### src/scd_pkg.sv
// Purpose: constants and carrier types for sample clock divide, duty cycle and power control
// Assumes: one 100 MHz core clock standing in for the sample clock
// Notes:   register map reached over the three-wire serial control port
// Function
// - Divide sample clock by integer one to eight
// - Two bits choose every strobe or first-after-write
// - Accepted strobe returns divider to initial count
// - Alignment strobe synchronised before use
// - Stabilizer regenerates falling edge, nominal half duty
// - Stabilizer loop inactive below about 20 MHz
// - Unlocked stabilizer is bypassed, raw duty used
// - Power-down from pin high or port bit
// - Output drivers high impedance during power-down
// - Pin low returns device to the mode set over the port
// - Power-down stops reference, bias, clock; recharge after
// - Port-only standby keeps reference on, faster wake
package scd_pkg;

	// ****************************************************************
	// Timing
	// ****************************************************************
	localparam int CLK_MHZ        = 100;
	localparam int CLK_PERIOD_NS  = 10;
	localparam int DCS_MIN_MHZ    = 20;
	localparam bit DCS_RATE_OK    = (CLK_MHZ >= DCS_MIN_MHZ);
	localparam int LOCK_TIME_NS   = 5000;
	localparam int LOCK_CYC       = (LOCK_TIME_NS + CLK_PERIOD_NS - 1) / CLK_PERIOD_NS;
	localparam int TMR_W          = 12;

	// ****************************************************************
	// Register map
	// ****************************************************************
	localparam logic [12:0] REG_PWR   = 13'h0008;
	localparam logic [12:0] REG_DCS   = 13'h0009;
	localparam logic [12:0] REG_STAT  = 13'h000A;
	localparam logic [12:0] REG_DIV   = 13'h000B;
	localparam logic [12:0] REG_ALIGN = 13'h0100;

	localparam int ALIGN_EN_BIT   = 1;
	localparam int ALIGN_ONCE_BIT = 2;
	localparam int DCS_EN_BIT     = 0;

	localparam logic [1:0] PWR_NORMAL = 2'h0;
	localparam logic [1:0] PWR_DOWN   = 2'h1;
	localparam logic [1:0] PWR_STBY   = 2'h2;

	localparam logic [2:0] DIV_M1_RST = 3'h0;
	localparam logic [1:0] ALIGN_RST  = 2'h0;
	localparam logic       DCS_RST    = 1'b0;

	// Serial frame: 16 header bits then 8 data bits
	localparam logic [4:0] HDR_BITS   = 5'h10;
	localparam logic [4:0] FRAME_BITS = 5'h18;
	localparam int RW_BIT = 15;

	// Synchroniser lanes
	localparam int SY_SCLK = 0;
	localparam int SY_CSB  = 1;
	localparam int SY_SDIO = 2;
	localparam int SY_SYNC = 3;
	localparam int SY_LOW_POWER_REQUEST_PIN = 4;
	localparam int SY_W    = 5;
	localparam logic [SY_W-1:0] SY_RST = 5'h02;

	// ****************************************************************
	// Carriers
	// ****************************************************************
	typedef struct packed {
		logic ref_en;
		logic bias_en;
		logic clk_en;
		logic drv_oe;
		logic ready;
	} scd_pwr_t;

	typedef struct packed {
		logic [4:0]  bitcnt;
		logic        rd;
		logic [12:0] addr;
		logic [15:0] sh;
		logic        sclk_d;
		logic        sync_d;
		logic [1:0]  align_ctl;
		logic [2:0]  div_m1;
		logic        dcs_en;
		logic [1:0]  pwr_mode;
		logic        armed;
		logic [2:0]  cnt;
		logic        lp_d;
		logic        pd_d;
		logic        dcs_on;
		logic        conv_en;
		logic        conv_clk;
		logic        sdio_out;
		logic        sdio_oe;
		scd_pwr_t    pwr;
	} scd_state_t;

endpackage

### src/scd_clock_power.sv
// Purpose: sample clock divider, duty cycle stabilizer model and power-state control
// Assumes: core_clk is the sample clock; all pins asynchronous to it
// Notes:   divided clock leaves as an enable pulse plus a shaped level
`timescale 1ns/100ps
`default_nettype none
module scd_clock_power
	import scd_pkg::*;
#(
	parameter int RECHARGE_CYC  = 2000,
	parameter int STBY_WAKE_CYC = 200
) (
	input  wire logic  core_clk,
	input  wire logic  rst,
	input  wire logic  sclk_pin,
	input  wire logic  csb_n_pin,
	input  wire logic  sdio_in,
	output logic       sdio_out,
	output logic       sdio_oe,
	input  wire logic  align_strobe_pin,
	input  wire logic  low_power_request_pin,
	output logic       conv_en,
	output logic       conv_clk,
	output scd_pwr_t   pwr
);

	// ****************************************************************
	// Elaboration checks
	// ****************************************************************
	// Wake check below watches eight quiet cycles, so shorter wakes are refused
	localparam int WAKE_MIN_CYC = 8;

	if (RECHARGE_CYC < WAKE_MIN_CYC || RECHARGE_CYC >= (1 << TMR_W)) begin : g_chk_rc
		$error("RECHARGE_CYC out of timer range");
	end
	if (STBY_WAKE_CYC < WAKE_MIN_CYC || STBY_WAKE_CYC >= (1 << TMR_W)) begin : g_chk_sw
		$error("STBY_WAKE_CYC out of timer range");
	end
	if (LOCK_CYC >= (1 << TMR_W)) begin : g_chk_lk
		$error("LOCK_CYC out of timer range");
	end

	localparam logic [TMR_W-1:0] LOCK_LD  = TMR_W'(LOCK_CYC);
	localparam logic [TMR_W-1:0] RCHG_LD  = TMR_W'(RECHARGE_CYC);
	localparam logic [TMR_W-1:0] STBY_LD  = TMR_W'(STBY_WAKE_CYC);

	scd_state_t       st_r;
	scd_state_t       st_nxt;
	logic [SY_W-1:0]  sy;
	logic             lock_done;
	logic             wake_done;

	// Combinational helpers
	logic             sclk_rise;
	logic             sclk_fall;
	logic             sync_edge;
	logic             accept;
	logic             pd_any;
	logic             stby;
	logic             lp_now;
	logic             wake_start;
	logic             lock_start;
	logic             wr_commit;
	logic             hdr_done;
	logic [15:0]      sh_in;
	logic [7:0]       rdata;
	logic [2:0]       half;
	logic             dcs_active;
	logic             clk_on;

	// ****************************************************************
	// Pin synchronisers
	// ****************************************************************
	scd_sync2 #(
		.W       (SY_W),
		.RST_VAL (SY_RST)
	) u_sync (
		.core_clk (core_clk),
		.rst      (rst),
		.d        ({low_power_request_pin, align_strobe_pin, sdio_in, csb_n_pin, sclk_pin}),
		.q        (sy)
	);

	// ****************************************************************
	// Stabilizer lock and wake timers
	// ****************************************************************
	scd_timer #(
		.W (TMR_W)
	) u_lock (
		.core_clk (core_clk),
		.rst      (rst),
		.start    (lock_start),
		.load     (LOCK_LD),
		.done     (lock_done)
	);

	scd_timer #(
		.W (TMR_W)
	) u_wake (
		.core_clk (core_clk),
		.rst      (rst),
		.start    (wake_start),
		.load     (st_r.pd_d ? RCHG_LD : STBY_LD),
		.done     (wake_done)
	);

	// ****************************************************************
	// Read data mux
	// ****************************************************************
	// Decoded from the incoming header, so a read answers its own address
	always_comb begin
		rdata = 8'h00;
		if (sh_in[12:0] == REG_PWR) begin
			rdata[1:0] = st_r.pwr_mode;
		end else if (sh_in[12:0] == REG_DCS) begin
			rdata[DCS_EN_BIT] = st_r.dcs_en;
		end else if (sh_in[12:0] == REG_STAT) begin
			rdata[3:0] = {st_r.dcs_on, st_r.pwr.ready, st_r.armed, st_r.lp_d};
		end else if (sh_in[12:0] == REG_DIV) begin
			rdata[2:0] = st_r.div_m1;
		end else if (sh_in[12:0] == REG_ALIGN) begin
			rdata[ALIGN_ONCE_BIT:ALIGN_EN_BIT] = st_r.align_ctl;
		end
	end

	// ****************************************************************
	// Next state
	// ****************************************************************
	always_comb begin
		st_nxt     = st_r;
		sclk_rise  = sy[SY_SCLK] && !st_r.sclk_d;
		sclk_fall  = !sy[SY_SCLK] && st_r.sclk_d;
		sh_in      = {st_r.sh[14:0], sy[SY_SDIO]};
		hdr_done   = sclk_rise && !sy[SY_CSB] && (st_r.bitcnt == HDR_BITS - 5'h01);
		wr_commit  = sclk_rise && !sy[SY_CSB] && !st_r.rd
			&& (st_r.bitcnt == FRAME_BITS - 5'h01);
		st_nxt.sclk_d = sy[SY_SCLK];
		st_nxt.sync_d = sy[SY_SYNC];

		// Serial port framing
		if (sy[SY_CSB]) begin
			st_nxt.bitcnt  = 5'h00;
			st_nxt.rd      = 1'b0;
			st_nxt.sdio_oe = 1'b0;
		end else if (sclk_rise && st_r.bitcnt != FRAME_BITS) begin
			st_nxt.bitcnt = st_r.bitcnt + 5'h01;
			// Read data leaves on falling edges only
			if (!st_r.rd) begin
				st_nxt.sh = sh_in;
			end
			if (hdr_done) begin
				st_nxt.rd   = sh_in[RW_BIT];
				st_nxt.addr = sh_in[12:0];
				if (sh_in[RW_BIT]) begin
					st_nxt.sh = {rdata, 8'h00};
				end
			end
		end else if (sclk_fall && st_r.rd && st_r.bitcnt >= HDR_BITS
			&& st_r.bitcnt < FRAME_BITS) begin
			st_nxt.sdio_out = st_r.sh[15];
			st_nxt.sdio_oe  = 1'b1;
			st_nxt.sh       = {st_r.sh[14:0], 1'b0};
		end

		// Configuration writes take effect at once
		if (wr_commit) begin
			if (st_r.addr == REG_PWR) begin
				st_nxt.pwr_mode = sh_in[1:0];
			end else if (st_r.addr == REG_DCS) begin
				st_nxt.dcs_en = sh_in[DCS_EN_BIT];
			end else if (st_r.addr == REG_DIV) begin
				st_nxt.div_m1 = sh_in[2:0];
			end else if (st_r.addr == REG_ALIGN) begin
				st_nxt.align_ctl = sh_in[ALIGN_ONCE_BIT:ALIGN_EN_BIT];
				st_nxt.armed     = 1'b1;
			end
		end

		// Power state: pin or port bit
		pd_any     = sy[SY_LOW_POWER_REQUEST_PIN] || (st_r.pwr_mode == PWR_DOWN);
		stby       = !pd_any && (st_r.pwr_mode == PWR_STBY);
		lp_now     = pd_any || stby;
		wake_start = st_r.lp_d && !lp_now;
		st_nxt.lp_d = lp_now;
		if (lp_now) begin
			st_nxt.pd_d = pd_any;
		end
		st_nxt.pwr.drv_oe  = !pd_any;
		st_nxt.pwr.ref_en  = !pd_any;
		st_nxt.pwr.bias_en = !lp_now;
		st_nxt.pwr.clk_en  = !lp_now;
		st_nxt.pwr.ready   = !lp_now && !wake_start && wake_done;
		clk_on = !lp_now;

		// Relock after any divide ratio write or stabilizer turn-on
		lock_start = (wr_commit && st_r.addr == REG_DIV)
			|| (wr_commit && st_r.addr == REG_DCS && sh_in[DCS_EN_BIT] && !st_r.dcs_en)
			|| wake_start;
		dcs_active = st_r.dcs_en && DCS_RATE_OK && lock_done && !lock_start;
		st_nxt.dcs_on = dcs_active;

		// Alignment strobe acceptance
		sync_edge = sy[SY_SYNC] && !st_r.sync_d;
		accept    = sync_edge && st_r.align_ctl[0]
			&& (!st_r.align_ctl[1] || st_r.armed);
		// A write in the same cycle re-arms: set wins
		if (accept && st_r.align_ctl[1] && !(wr_commit && st_r.addr == REG_ALIGN)) begin
			st_nxt.armed = 1'b0;
		end

		// Divider; shortened ratios wrap at once
		if (!clk_on) begin
			st_nxt.cnt = 3'h0;
		end else if (accept) begin
			st_nxt.cnt = 3'h0;
		end else if (st_r.cnt >= st_r.div_m1) begin
			st_nxt.cnt = 3'h0;
		end else begin
			st_nxt.cnt = st_r.cnt + 3'h1;
		end
		st_nxt.conv_en = clk_on && (st_nxt.cnt == 3'h0);

		// Stabilized clock: high for the first half of each period, rounded up for odd ratios
		half = st_r.div_m1 >> 1;
		if (!clk_on) begin
			st_nxt.conv_clk = 1'b0;
		end else if (dcs_active) begin
			st_nxt.conv_clk = (st_nxt.cnt <= half);
		end else begin
			st_nxt.conv_clk = (st_nxt.cnt == 3'h0);
		end
	end

	// ****************************************************************
	// State register
	// ****************************************************************
	always_ff @(posedge core_clk) begin
		if (rst) begin
			st_r           <= '0;
			st_r.div_m1    <= DIV_M1_RST;
			st_r.align_ctl <= ALIGN_RST;
			st_r.dcs_en    <= DCS_RST;
			st_r.pwr_mode  <= PWR_NORMAL;
			st_r.sclk_d    <= SY_RST[SY_SCLK];
			st_r.sync_d    <= SY_RST[SY_SYNC];
		end else begin
			st_r <= st_nxt;
		end
	end

	assign sdio_out = st_r.sdio_out;
	assign sdio_oe  = st_r.sdio_oe;
	assign conv_en  = st_r.conv_en;
	assign conv_clk = st_r.conv_clk;
	assign pwr      = st_r.pwr;

	// ****************************************************************
	// Checks
	// ****************************************************************
	a_div_period: assert property (@(posedge core_clk) disable iff (rst)
		(st_r.cnt == st_r.div_m1 && clk_on && !accept) |=> st_r.conv_en)
		else $error("divider missed its period end");

	a_sync_restart: assert property (@(posedge core_clk) disable iff (rst)
		(accept && clk_on) |=> (st_r.cnt == 3'h0 && st_r.conv_en))
		else $error("accepted strobe did not restart divider");

	a_once_disarm: assert property (@(posedge core_clk) disable iff (rst)
		(accept && st_r.align_ctl[1] && !wr_commit) |=> !st_r.armed ##1 !accept || !st_r.align_ctl[1] || st_r.armed)
		else $error("one-shot alignment not disarmed");

	a_sync_edge_src: assert property (@(posedge core_clk) disable iff (rst)
		accept |-> (sy[SY_SYNC] && !$past(sy[SY_SYNC], 1)))
		else $error("strobe accepted without synchronised edge");

	a_dcs_shape: assert property (@(posedge core_clk) disable iff (rst)
		(st_r.dcs_on && st_r.pwr.clk_en) |-> (st_r.conv_clk == (st_r.cnt <= (st_r.div_m1 >> 1))))
		else $error("stabilized clock not half period");

	a_dcs_bypass: assert property (@(posedge core_clk) disable iff (rst)
		(clk_on && !dcs_active) |=> (st_r.conv_clk == st_r.conv_en))
		else $error("unlocked stabilizer not bypassed");

	a_relock_wait: assert property (@(posedge core_clk) disable iff (rst)
		lock_start |=> !st_r.dcs_on [*8])
		else $error("stabilizer engaged before relock");

	a_pd_drivers: assert property (@(posedge core_clk) disable iff (rst)
		pd_any |=> (!st_r.pwr.drv_oe && !st_r.pwr.clk_en && !st_r.pwr.ref_en))
		else $error("power-down left drivers or reference on");

	a_stby_ref: assert property (@(posedge core_clk) disable iff (rst)
		stby |=> (st_r.pwr.ref_en && !st_r.pwr.bias_en && !st_r.conv_en))
		else $error("standby state wrong");

	a_wake_delay: assert property (@(posedge core_clk) disable iff (rst)
		wake_start |=> !st_r.pwr.ready [*8])
		else $error("ready without recharge interval");

	a_div_write: assert property (@(posedge core_clk) disable iff (rst)
		(wr_commit && st_r.addr == REG_DIV) |=> (st_r.div_m1 == $past(sh_in[2:0], 1)))
		else $error("divide ratio write not applied");

endmodule
`default_nettype wire

### src/scd_sync2.sv
// Purpose: two flip-flop synchroniser for pin inputs
// Assumes: inputs asynchronous to core_clk
// Notes:   first stage is read only by the second
`timescale 1ns/100ps
`default_nettype none
module scd_sync2 #(
	parameter int              W       = 1,
	parameter logic [W-1:0]    RST_VAL = '0
) (
	input  wire logic          core_clk,
	input  wire logic          rst,
	input  wire logic [W-1:0]  d,
	output logic      [W-1:0]  q
);
	typedef struct packed {
		logic [W-1:0] s1;
		logic [W-1:0] s2;
	} scd_sy_t;

	scd_sy_t st_r;
	scd_sy_t st_nxt;

	always_comb begin
		st_nxt = st_r;
		st_nxt.s1 = d;
		st_nxt.s2 = st_r.s1;
	end

	always_ff @(posedge core_clk) begin
		if (rst) begin
			st_r <= {RST_VAL, RST_VAL};
		end else begin
			st_r <= st_nxt;
		end
	end

	assign q = st_r.s2;
endmodule
`default_nettype wire

### src/scd_timer.sv
// Purpose: loadable down counter with registered done flag
// Assumes: start is a one-cycle pulse
// Notes:   done stays high until the next start
`timescale 1ns/100ps
`default_nettype none
module scd_timer #(
	parameter int W = 12
) (
	input  wire logic          core_clk,
	input  wire logic          rst,
	input  wire logic          start,
	input  wire logic [W-1:0]  load,
	output logic               done
);
	typedef struct packed {
		logic [W-1:0] cnt;
		logic         done;
	} scd_tm_t;

	scd_tm_t st_r;
	scd_tm_t st_nxt;

	always_comb begin
		st_nxt = st_r;
		if (start) begin
			st_nxt.cnt  = load;
			st_nxt.done = (load == '0);
		end else if (st_r.cnt != '0) begin
			st_nxt.cnt  = st_r.cnt - 1'b1;
			st_nxt.done = (st_r.cnt == {{(W-1){1'b0}}, 1'b1});
		end
	end

	always_ff @(posedge core_clk) begin
		if (rst) begin
			st_r <= '{cnt: '0, done: 1'b1};
		end else begin
			st_r <= st_nxt;
		end
	end

	assign done = st_r.done;
endmodule
`default_nettype wire

### config.mk
export PLATFORM = sky130hd
export DESIGN_NAME = scd_clock_power
export DESIGN_NICKNAME = d
export VERILOG_FILES = /design/src/scd_pkg.sv /design/src/scd_clock_power.sv /design/src/scd_sync2.sv /design/src/scd_timer.sv
export SDC_FILE = /design/constraint.sdc
export NUM_CORES = 1
export LEC_CHECK = 0
export BUFFER_PORTS_ARGS = -buffer_cell sky130_fd_sc_hd__buf_2
export CAP_MARGIN = 20
export CORE_ASPECT_RATIO = 1.5
export CORE_MARGIN = 5
export CORE_UTILIZATION = 25
export CTS_BUF_LIST = sky130_fd_sc_hd__clkbuf_4
export DETAILED_ROUTE_END_ITERATION = 10
export GPL_ROUTABILITY_DRIVEN = 1
export SYNTH_ARGS = -nofsm -noshare
export SYNTH_HDL_FRONTEND = slang
export SYNTH_SLANG_ARGS = --single-unit
### constraint.sdc
create_clock -name core_clk -period 3.55 [get_ports core_clk]
set_input_delay 0.5325 -clock core_clk [delete_from_list [all_inputs] [get_ports core_clk]]
set_output_delay 0.5325 -clock core_clk [all_outputs]
set_load 0.02 [all_outputs]
==> flow_metrics.tcl, run 1 <==
set metrics [dict create \
    fp.dieH_um 171 \
    via_per_inst 4.84 \
    finalSetupTns_ns 0 \
    synth_area_leaders "dfxtp_1, mux2i_1, nor2_1, ha_1, nor2b_1" \
    path_clk_slew_ns 0.15 \
    area_delta_synth_final_pct 9.28 \
    clkLatencyLatePin_ns 0.45 \
    worstRegToRegCells 11 \
    final_cell_mix "dfxtp_1, nor2_1, mux2i_1" \
    crit_path_end_kind "flop" \
    io_buffers 15 \
    synth_cell_types 60 \
    drc 0 \
    cts_tree "built" \
    cts_resized 0 \
    yosysSeqAreaShare_pct 44.2 \
    synth_top_cell_by_area "dfxtp_1" \
    grt_pass1_wl_um 15500 \
    slew_headroom_pct 43.7 \
    rsz0062_at_grt "no" \
    synth_edf_count 0 \
    synthFlopType "dfxtp_1" \
    maxSlewViolCount 0 \
    placed_cell_area_mm2 0.00456 \
    die_x_um 117 \
    final_antenna_net_count 0 \
    period_share_pct 73.5 \
    cts.sinks 95 \
    cp_max_fo 5 \
    place_ws_ns 1.04 \
    cpMostUsedCell "ha_1" \
    ioPinCount 16 \
    dieArea_mm2 0.0200 \
    hold_start "csb_n_pin" \
    ys_ff_latch 95 \
    drt-total-wl_um 9260 \
    nets 492 \
    hold_violations 0 \
    cts_setup_buffers 0 \
    dr.pass1.iters 5 \
    critPathSlowestCell "dfxtp_1" \
    drt-initial-drc-count 133 \
    yosysTopAreaCellShare_pct 44.2 \
    path_cells "inv_1, ha_1, nand2b_1, a21o_1, a211o_1, nor4_1, ha_1, nor2b_1, o21ai_0, o211a_1, mux2_2" \
    final.min_clock_period_ns 2.61 \
    overflow 0 \
    slowest_delay_ns 0.39 \
    fin_ws_ns 0.942 \
    syn_area_mm2 0.00430 \
    start_util_pct 25.5 \
    async_flop_share_pct 0 \
    synth_nets 484 \
    ir_worst_vdd_uv 187 \
    worstMarginPinSlew_ns 0.836 \
    holdPathStages 2 \
    syn_inst 463 \
    p_leak_nw 1.90 \
    row_count 58 \
    cp.arrival_ns 3.01 \
    maxCapViolCount 0 \
    cp_top_family "compound AO/OA/AOI/OAI gates" \
    hp-class "in -> reg" \
    layout-drive-gt1-share_pct 10.5 \
    cts_buffer_depth 2 \
    grtUsageTotal_pct 9.73 \
    skew_ns 0.0329 \
    fin_area_mm2 0.00470 \
    rrSetupSlack_ns 0.94 \
    synth_warnings 0 \
    htreeDepth 3 \
    status "finished, final reports clean" \
    vias 3333 \
    start_kind "flop" \
    fmax_mhz 383 \
    grt_max_degree 38 \
    crit_type "reg -> reg" \
    root_buffer "clkbuf_4" \
    setup_viol 0 \
    crit_buf_inv 1 \
    layout_commonest_cell "dfxtp_1" \
    post-dp-hpwl_um 6890 \
    holdBufCountCts 0 \
    hold_end "u_sync.st_nxt[1]$_SDFF_PP1_" \
    powerDensity_mw_per_mm2 589 \
    required_ns 3.95 \
    routedWlPerCell_um 13.5 \
    r2r-end "conv_clk$_SDFF_PP0_" \
    core_area_mm2 0.0168 \
    antenna_found_initial 1 \
    syn_area_per_cell_um2 9.29 \
    r2r_start "st_r[12]$_SDFF_PP0_" \
    grt_pass1_vias 3248 \
    numCtsBuffers 9 \
    gp_congestion 0.823 \
]
layer usage:
metal | track usage [%] | vias to the layer above | share of wire (%)
li1 | - | 1666 | -
met1 | 11.0 | 1594 | 41
met2 | 17.6 | 60 | 54
met3 | 2.12 | 13 | 3.1
met4 | 3.69 | 0 | 1.8
met5 | 0 | - | 0
registers in the layout, summed over array words and instances, names as in the netlist, 2 cells and up:
register	flops
u_wake.st_r	12
st_r	35
u_sync.st_nxt	5
sh_in	15
pwr	3
u_lock.st_r	12
u_sync.q	5
half	2
kinds of logic (layout without fill, tap and decap cells):
| logic type | Yosys count | count (layout) | synth area share, % |
|---|---|---|---|
| other cells | 0 | 2 | 0 |
| compound gates | 59 | 59 | 9.37 |
| fa+ha+maj | 15 | 15 | 4.30 |
| mux | 41 | 41 | 9.92 |
| buf+inv | 35 | 48 | 3.55 |
| xor+xnor | 15 | 15 | 3.05 |
| simple gates | 203 | 203 | 25.6 |
| flops | 95 | 95 | 44.2 |
power breakdown:
group,internal (mW),leakage (nW),total [mW],switching (mW)
combinational,0.400,1.05,0.838,0.438
clock,0.217,0.0781,0.584,0.367
sequential,1.20,0.775,1.35,0.152
cells in the mapped netlist, types with 3 or more instances:
| master | instances |
|---|---|
| nor3_1 | 16 |
| dfxtp_1 | 95 |
| nor4bb_1 | 3 |
| and3b_1 | 4 |
| nand3b_1 | 6 |
| a221oi_1 | 3 |
| nor4_1 | 11 |
| or2_2 | 4 |
| nand4_1 | 5 |
| nand3_1 | 8 |
| a211oi_1 | 5 |
| and3_1 | 3 |
| or3_1 | 7 |
| nor2b_1 | 15 |
| nand2_1 | 23 |
| inv_1 | 15 |
| nand2b_1 | 7 |
| xnor2_1 | 7 |
| a21oi_1 | 17 |
| xor2_1 | 8 |
| nor2_1 | 69 |
| mux2i_1 | 37 |
| a31oi_1 | 6 |
| o32ai_1 | 3 |
| ha_1 | 14 |
| buf_4 | 5 |
| clkbuf_1 | 13 |
| nor3b_1 | 4 |
| nor4b_1 | 3 |
| mux2_2 | 3 |
| o21ai_0 | 6 |
worst max path at each step:
stage,start,to,cells past startpoint
after floorplan,st_r[12]$_SDFF_PP0_,conv_clk$_SDFF_PP0_,11
after global placement,st_r[12]$_SDFF_PP0_,conv_clk$_SDFF_PP0_,11
after detailed placement,st_r[12]$_SDFF_PP0_,conv_clk$_SDFF_PP0_,11
after CTS,st_r[12]$_SDFF_PP0_,conv_clk$_SDFF_PP0_,11
after global routing,st_r[12]$_SDFF_PP0_,conv_clk$_SDFF_PP0_,11
final,st_r[12]$_SDFF_PP0_,conv_clk$_SDFF_PP0_,11
stage by stage:
step	total power, mW	hold slack [ns]	util [%]	instances
final	2.77	0.264	27.9	688
after global routing	2.99	0.227	27.9	688
after CTS	2.80	0.242	27.9	686
after detailed placement	2.21	0.417	27.1	670
after global placement	2.17	0.403	27.1	670
after floorplan	2.03	0.389	-	463
layout make-up:
| cell class | count | area [um2] |
|---|---|---|
| multi-input combinational | 333 | 2250 |
| fill | 1793 | 12100 |
| sequential | 95 | 1900 |
| timing repair buffer | 17 | 90.1 |
| inverter | 15 | 56.3 |
| clock inverter | 7 | 70.1 |
| clock buffer | 9 | 67.6 |
| tap | 210 | 263 |
| antenna | 2 | 5.00 |
(Power assumes the default switching activity.)
==> run 2: changes to the inputs <==
==> constraint.sdc (replaced) <==
create_clock -name core_clk -period 2.3 [get_ports core_clk]
set_input_delay 0.345 -clock core_clk [delete_from_list [all_inputs] [get_ports core_clk]]
set_output_delay 0.345 -clock core_clk [all_outputs]
set_load 0.02 [all_outputs]
==> flow_metrics.tcl, run 2 (synthesis gave the netlist of run 1 again) <==
set metrics [dict create \
    status "finished, final reports clean" \
    drc 0 \
    use_met2_pct 17.1 \
    fin_ws_ns 0.0212 \
    busiest_layer "met2" \
    final_antenna_net_count 0 \
    largest_register_ffs 35 \
    layout-drive-gt1-share_pct 15.5 \
    io_buffers 15 \
    setup_viol 0 \
    cts.sinks 95 \
    routedWlPerCell_um 13.2 \
    rsz0062_at_grt "yes" \
    finalSetupTns_ns 0 \
    core_area_mm2 0.0168 \
    root_buffer "clkbuf_4" \
    die_x_um 117 \
    row_count 58 \
    hold_violations 0 \
    drt-total-wl_um 9320 \
    htreeDepth 3 \
    dr.pass1.iters 4 \
    maxCapViolCount 0 \
    layout_commonest_cell "dfxtp_1" \
    antenna_found_initial 1 \
    skew_ns 0.0213 \
    grt_pass1_vias 3326 \
    period_share_pct 99.1 \
    fp.dieH_um 171 \
    regMostFlops "st_r" \
    cp_max_fo 3 \
    ir_worst_vdd_uv 324 \
    grtUsageTotal_pct 9.86 \
    start_util_pct 25.5 \
    hp-class "in -> reg" \
    required_ns 2.65 \
    cts_buffer_depth 2 \
    clkLatencyLatePin_ns 0.45 \
    final_cell_mix "dfxtp_1, nor2_1, mux2i_1" \
    crit_path_end_kind "flop" \
    ioPinCount 16 \
    crit_type "reg -> reg" \
    grt_pass1_wl_um 15800 \
    area_delta_synth_final_pct 14.9 \
    holdBufCountCts 0 \
    cp.arrival_ns 2.63 \
    fmax_mhz 439 \
    start_kind "flop" \
    place_ws_ns -0.0814 \
    post-dp-hpwl_um 6760 \
    numCtsBuffers 9 \
    final.min_clock_period_ns 2.28 \
    gr-usage-met3_pct 1.91 \
    vias 3368 \
    drt-initial-drc-count 218 \
    worstMarginPinSlew_ns 0.855 \
    p_leak_nw 2.04 \
    path_clk_slew_ns 0.15 \
    via_per_inst 4.76 \
    slew_headroom_pct 42.7 \
    gp_congestion 0.825 \
    maxSlewViolCount 0 \
    grt_max_degree 45 \
    powerDensity_mw_per_mm2 929 \
    use_met1_pct 10.8 \
    nets 513 \
    overflow 0 \
    dieArea_mm2 0.0200 \
    cts_tree "built" \
]
run 2: cell count changes in the layout (fill, tap and decap cells not counted), moves of 2 or more:
cell / delta
clkinv_2: -2
dfxtp_1: -3
buf_4: +20
dfxtp_2: +3
inv_6: -2
bufinv_16: +2
run 2: what timing repair did:
action | 4_1_cts | 5_1_grt
pin swaps | 6 | 5
gates resized for setup | 5 | 3
buffers inserted | 2 | 1
setup endpoints to repair | 1 | 3
run 2: metrics by stage:
step / area (um2) / hold WS, ns / cells / util [%] / total power [mW]
finish: 4940 / 0.0646 / 707 / 29.4 / 4.59
global placement: 4710 / 0.404 / 688 / 28.0 / 3.48
CTS: 4930 / 0.0397 / 705 / 29.3 / 4.63
floorplan: 4300 / 0.389 / 463 / - / 3.13
detailed placement: 4710 / 0.408 / 688 / 28.0 / 3.52
global route: 4940 / 0.0582 / 707 / 29.4 / 4.88
run 2: final cells by class:
type / count / area [um2]
Antenna cell: 1 / 2.50
Clock buffer: 10 / 75.1
Clock inverter: 5 / 97.6
Fill cell: 1781 / 11900
Inverter: 15 / 56.3
Multi-Input combinational cell: 333 / 2280
Sequential cell: 95 / 1910
Tap cell: 210 / 263
Timing Repair Buffer: 38 / 260
run 2: path summary, 6_finish.rpt:
check                              start                           to  slack, ns  depth (start not counted)
min                            csb_n_pin  u_sync.st_nxt[1]$_SDFF_PP1_       0.06                          2
max reg2reg          st_r[12]$_SDFF_PP0_          conv_clk$_SDFF_PP0_       0.02                         11
min reg2reg  u_sync.st_nxt[3]$_SDFF_PP0_       u_sync.q[3]$_SDFF_PP0_       0.45                          1
max                  st_r[12]$_SDFF_PP0_          conv_clk$_SDFF_PP0_       0.02                         11
run 2: worst max-delay path, cell delays in order (launching register included):
cell	delay, ns
dfxtp_2	0.37
inv_2	0.05
ha_4	0.20
nand2b_4	0.13
a21o_1	0.14
a211o_1	0.29
nor4_2	0.25
ha_1	0.27
nand2_1	0.06
o21ai_1	0.06
o211a_1	0.11
mux2_4	0.26
run 2: layer usage:
metal / up-vias / share of wire [%]
met2: 40 / 52
met5: - / 0
met3: 20 / 2.5
li1: 1705 / -
met4: 0 / 3.6
met1: 1603 / 42
run 2: where the power goes:
| group | total (mW) | switching, mW | internal, mW | leakage [nW] |
|---|---|---|---|---|
| Combinational | 1.43 | 0.713 | 0.718 | 1.17 |
| Sequential | 2.07 | 0.223 | 1.85 | 0.776 |
| Clock | 1.09 | 0.539 | 0.551 | 0.0915 |
==> run 3: changes to the inputs <==
--- a/config.mk
+++ b/config.mk
@@ -5,14 +5,15 @@
 export SDC_FILE = /design/constraint.sdc
 export NUM_CORES = 1
 export LEC_CHECK = 0
+export ABC_AREA = 1
 export BUFFER_PORTS_ARGS = -buffer_cell sky130_fd_sc_hd__buf_2
 export CAP_MARGIN = 20
 export CORE_ASPECT_RATIO = 1.5
-export CORE_MARGIN = 5
 export CORE_UTILIZATION = 25
 export CTS_BUF_LIST = sky130_fd_sc_hd__clkbuf_4
 export DETAILED_ROUTE_END_ITERATION = 10
 export GPL_ROUTABILITY_DRIVEN = 1
+export SLEW_MARGIN = 20
 export SYNTH_ARGS = -nofsm -noshare
 export SYNTH_HDL_FRONTEND = slang
 export SYNTH_SLANG_ARGS = --single-unit
==> flow_metrics.tcl, run 3 <==
set metrics [dict create \
    layout-drive-gt1-share_pct 11.6 \
    maxSlewViolCount 0 \
    setup_viol 0 \
    dr.pass1.iters 4 \
    crit_type "reg -> reg" \
    largest_register_ffs 35 \
    die_x_um 113 \
    cp_max_fo 3 \
    drc 0 \
    path_clk_slew_ns 0.16 \
    fin_ws_ns 0.271 \
    start_kind "flop" \
    grt_max_degree 32 \
    row_count 60 \
    grt_pass1_vias 3832 \
    holdBufCountCts 0 \
    p_leak_nw 2.18 \
    io_buffers 15 \
    nets 689 \
    slew_headroom_pct 68.5 \
    ioPinCount 16 \
    synth_edf_count 0 \
    clkLatencyLatePin_ns 0.47 \
    crit_path_end_kind "flop" \
    core_area_mm2 0.0181 \
    post-dp-hpwl_um 7500 \
    root_buffer "clkbuf_4" \
    synth_nets 674 \
    hold_violations 0 \
    dieArea_mm2 0.0192 \
    syn_area_mm2 0.00465 \
    grt_pass1_wl_um 17100 \
    cts_resized 0 \
    maxCapViolCount 0 \
    ys_ff_latch 95 \
    hp-class "in -> reg" \
    synth_most_common_cell "nand2_1" \
    start_util_pct 25.7 \
    place_ws_ns 0.314 \
    layout_commonest_cell "nand2_1" \
    final.min_clock_period_ns 2.03 \
    critPathSlowestCell "dfxtp_1" \
    synth_warnings 0 \
    routedWlPerCell_um 10.9 \
    rsz0062_at_grt "no" \
    synth_area_leaders "dfxtp_1, nand2_1, inv_1, nor2_1, a21oi_1" \
    numCtsBuffers 9 \
    period_share_pct 88.2 \
    path_cells "inv_1, ha_1, a21oi_1, nand3_1, inv_1, nand3_1, inv_1, ha_1, a21oi_1, a21oi_1, a21oi_1, o21ai_0, nor2_1" \
    cpMostUsedCell "a21oi_1" \
    placed_cell_area_mm2 0.00499 \
    cts_tree "built" \
    regMostFlops "st_r" \
    fmax_mhz 493 \
    final_antenna_net_count 0 \
    syn_inst 653 \
    stdcell_count 922 \
    cts_setup_buffers 0 \
    final_cell_mix "nand2_1, inv_1, dfxtp_1" \
    htreeDepth 3 \
    area_delta_synth_final_pct 11.3 \
    finalSetupTns_ns 0 \
    synth_top_cell_by_area "dfxtp_1" \
    vias 4010 \
    grtUsageTotal_pct 11.1 \
    gp_congestion 0.844 \
    cts.sinks 95 \
    crit_buf_inv 3 \
    yosysSeqAreaShare_pct 40.9 \
    skew_ns 0.0173 \
    async_flop_share_pct 0 \
    synth_cell_types 40 \
    yosysTopAreaCellShare_pct 40.9 \
    slowest_delay_ns 0.37 \
    fin_area_mm2 0.00518 \
    status "finished, final reports clean" \
    synthFlopType "dfxtp_1" \
    drt-total-wl_um 10000 \
    required_ns 2.71 \
    via_per_inst 4.35 \
    powerDensity_mw_per_mm2 884 \
    synth_commonest_cells "nand2_1, inv_1, dfxtp_1" \
    cp.arrival_ns 2.44 \
    cp_top_family "adder cells" \
    cts_buffer_depth 2 \
    overflow 0 \
    syn_area_per_cell_um2 7.13 \
    antenna_found_initial 1 \
    dp_cells 905 \
    ir_worst_vdd_uv 404 \
    rrSetupSlack_ns 0.27 \
    fp.dieH_um 169 \
    worstMarginPinSlew_ns 0.468 \
    drt-initial-drc-count 167 \
]
run 3: per-stage QoR:
stage / util, % / hold slack, ns / total power [mW]
2_1_floorplan: - / 0.388 / 3.20
4_1_cts: 28.6 / 0.0290 / 4.64
5_1_grt: 28.6 / 0.0302 / 4.96
6_report: 28.6 / 0.0570 / 4.58
3_3_place_gp: 27.6 / 0.395 / 3.47
3_5_place_dp: 27.6 / 0.394 / 3.48
run 3: layout make-up:
class,count,area [um2]
Fill cell,2023,12900
Inverter,100,378
Sequential cell,95,1900
Clock buffer,9,67.6
Clock inverter,7,120
Timing Repair Buffer,22,128
Multi-Input combinational cell,440,2270
Antenna cell,1,2.50
Tap cell,248,310
run 3: power by group:
part / total [mW] / switching [mW] / internal (mW) / leakage [nW]
clock network: 1.14 / 0.589 / 0.554 / 0.0965
logic: 1.41 / 0.880 / 0.535 / 1.30
registers: 2.02 / 0.157 / 1.86 / 0.775
run 3: layer usage:
metal	wire length, um	track usage (%)	vias up
li1	-	-	2138
met1	4370	12.5	1807
met2	5180	20.3	46
met3	247	1.83	19
met4	224	5.32	0
met5	0	0	-
run 3: logic make-up after synthesis:
family,after synthesis,share of synthesized area (%)
simple gates,295,28.5
compound gates,125,15.4
buf+inv,118,10.3
flops,95,40.9
fa+ha+maj,14,3.76
xor+xnor,6,1.13
run 3: path summary, 6_finish.rpt:
path,from,end,depth (start not counted)
hold reg to reg,u_sync.st_nxt[4]$_SDFF_PP0_,u_sync.q[4]$_SDFF_PP0_,2
setup reg to reg,half[1]$_SDFFE_PP0P_,conv_clk$_SDFF_PP0_,13
setup / recovery,half[1]$_SDFFE_PP0P_,conv_clk$_SDFF_PP0_,13
hold / removal,align_strobe_pin,u_sync.st_nxt[3]$_SDFF_PP0_,3
run 3: worst min-delay path: stages:
cell	delay [ns]
buf_2	0.10
inv_1	0.04
nor2_1	0.03
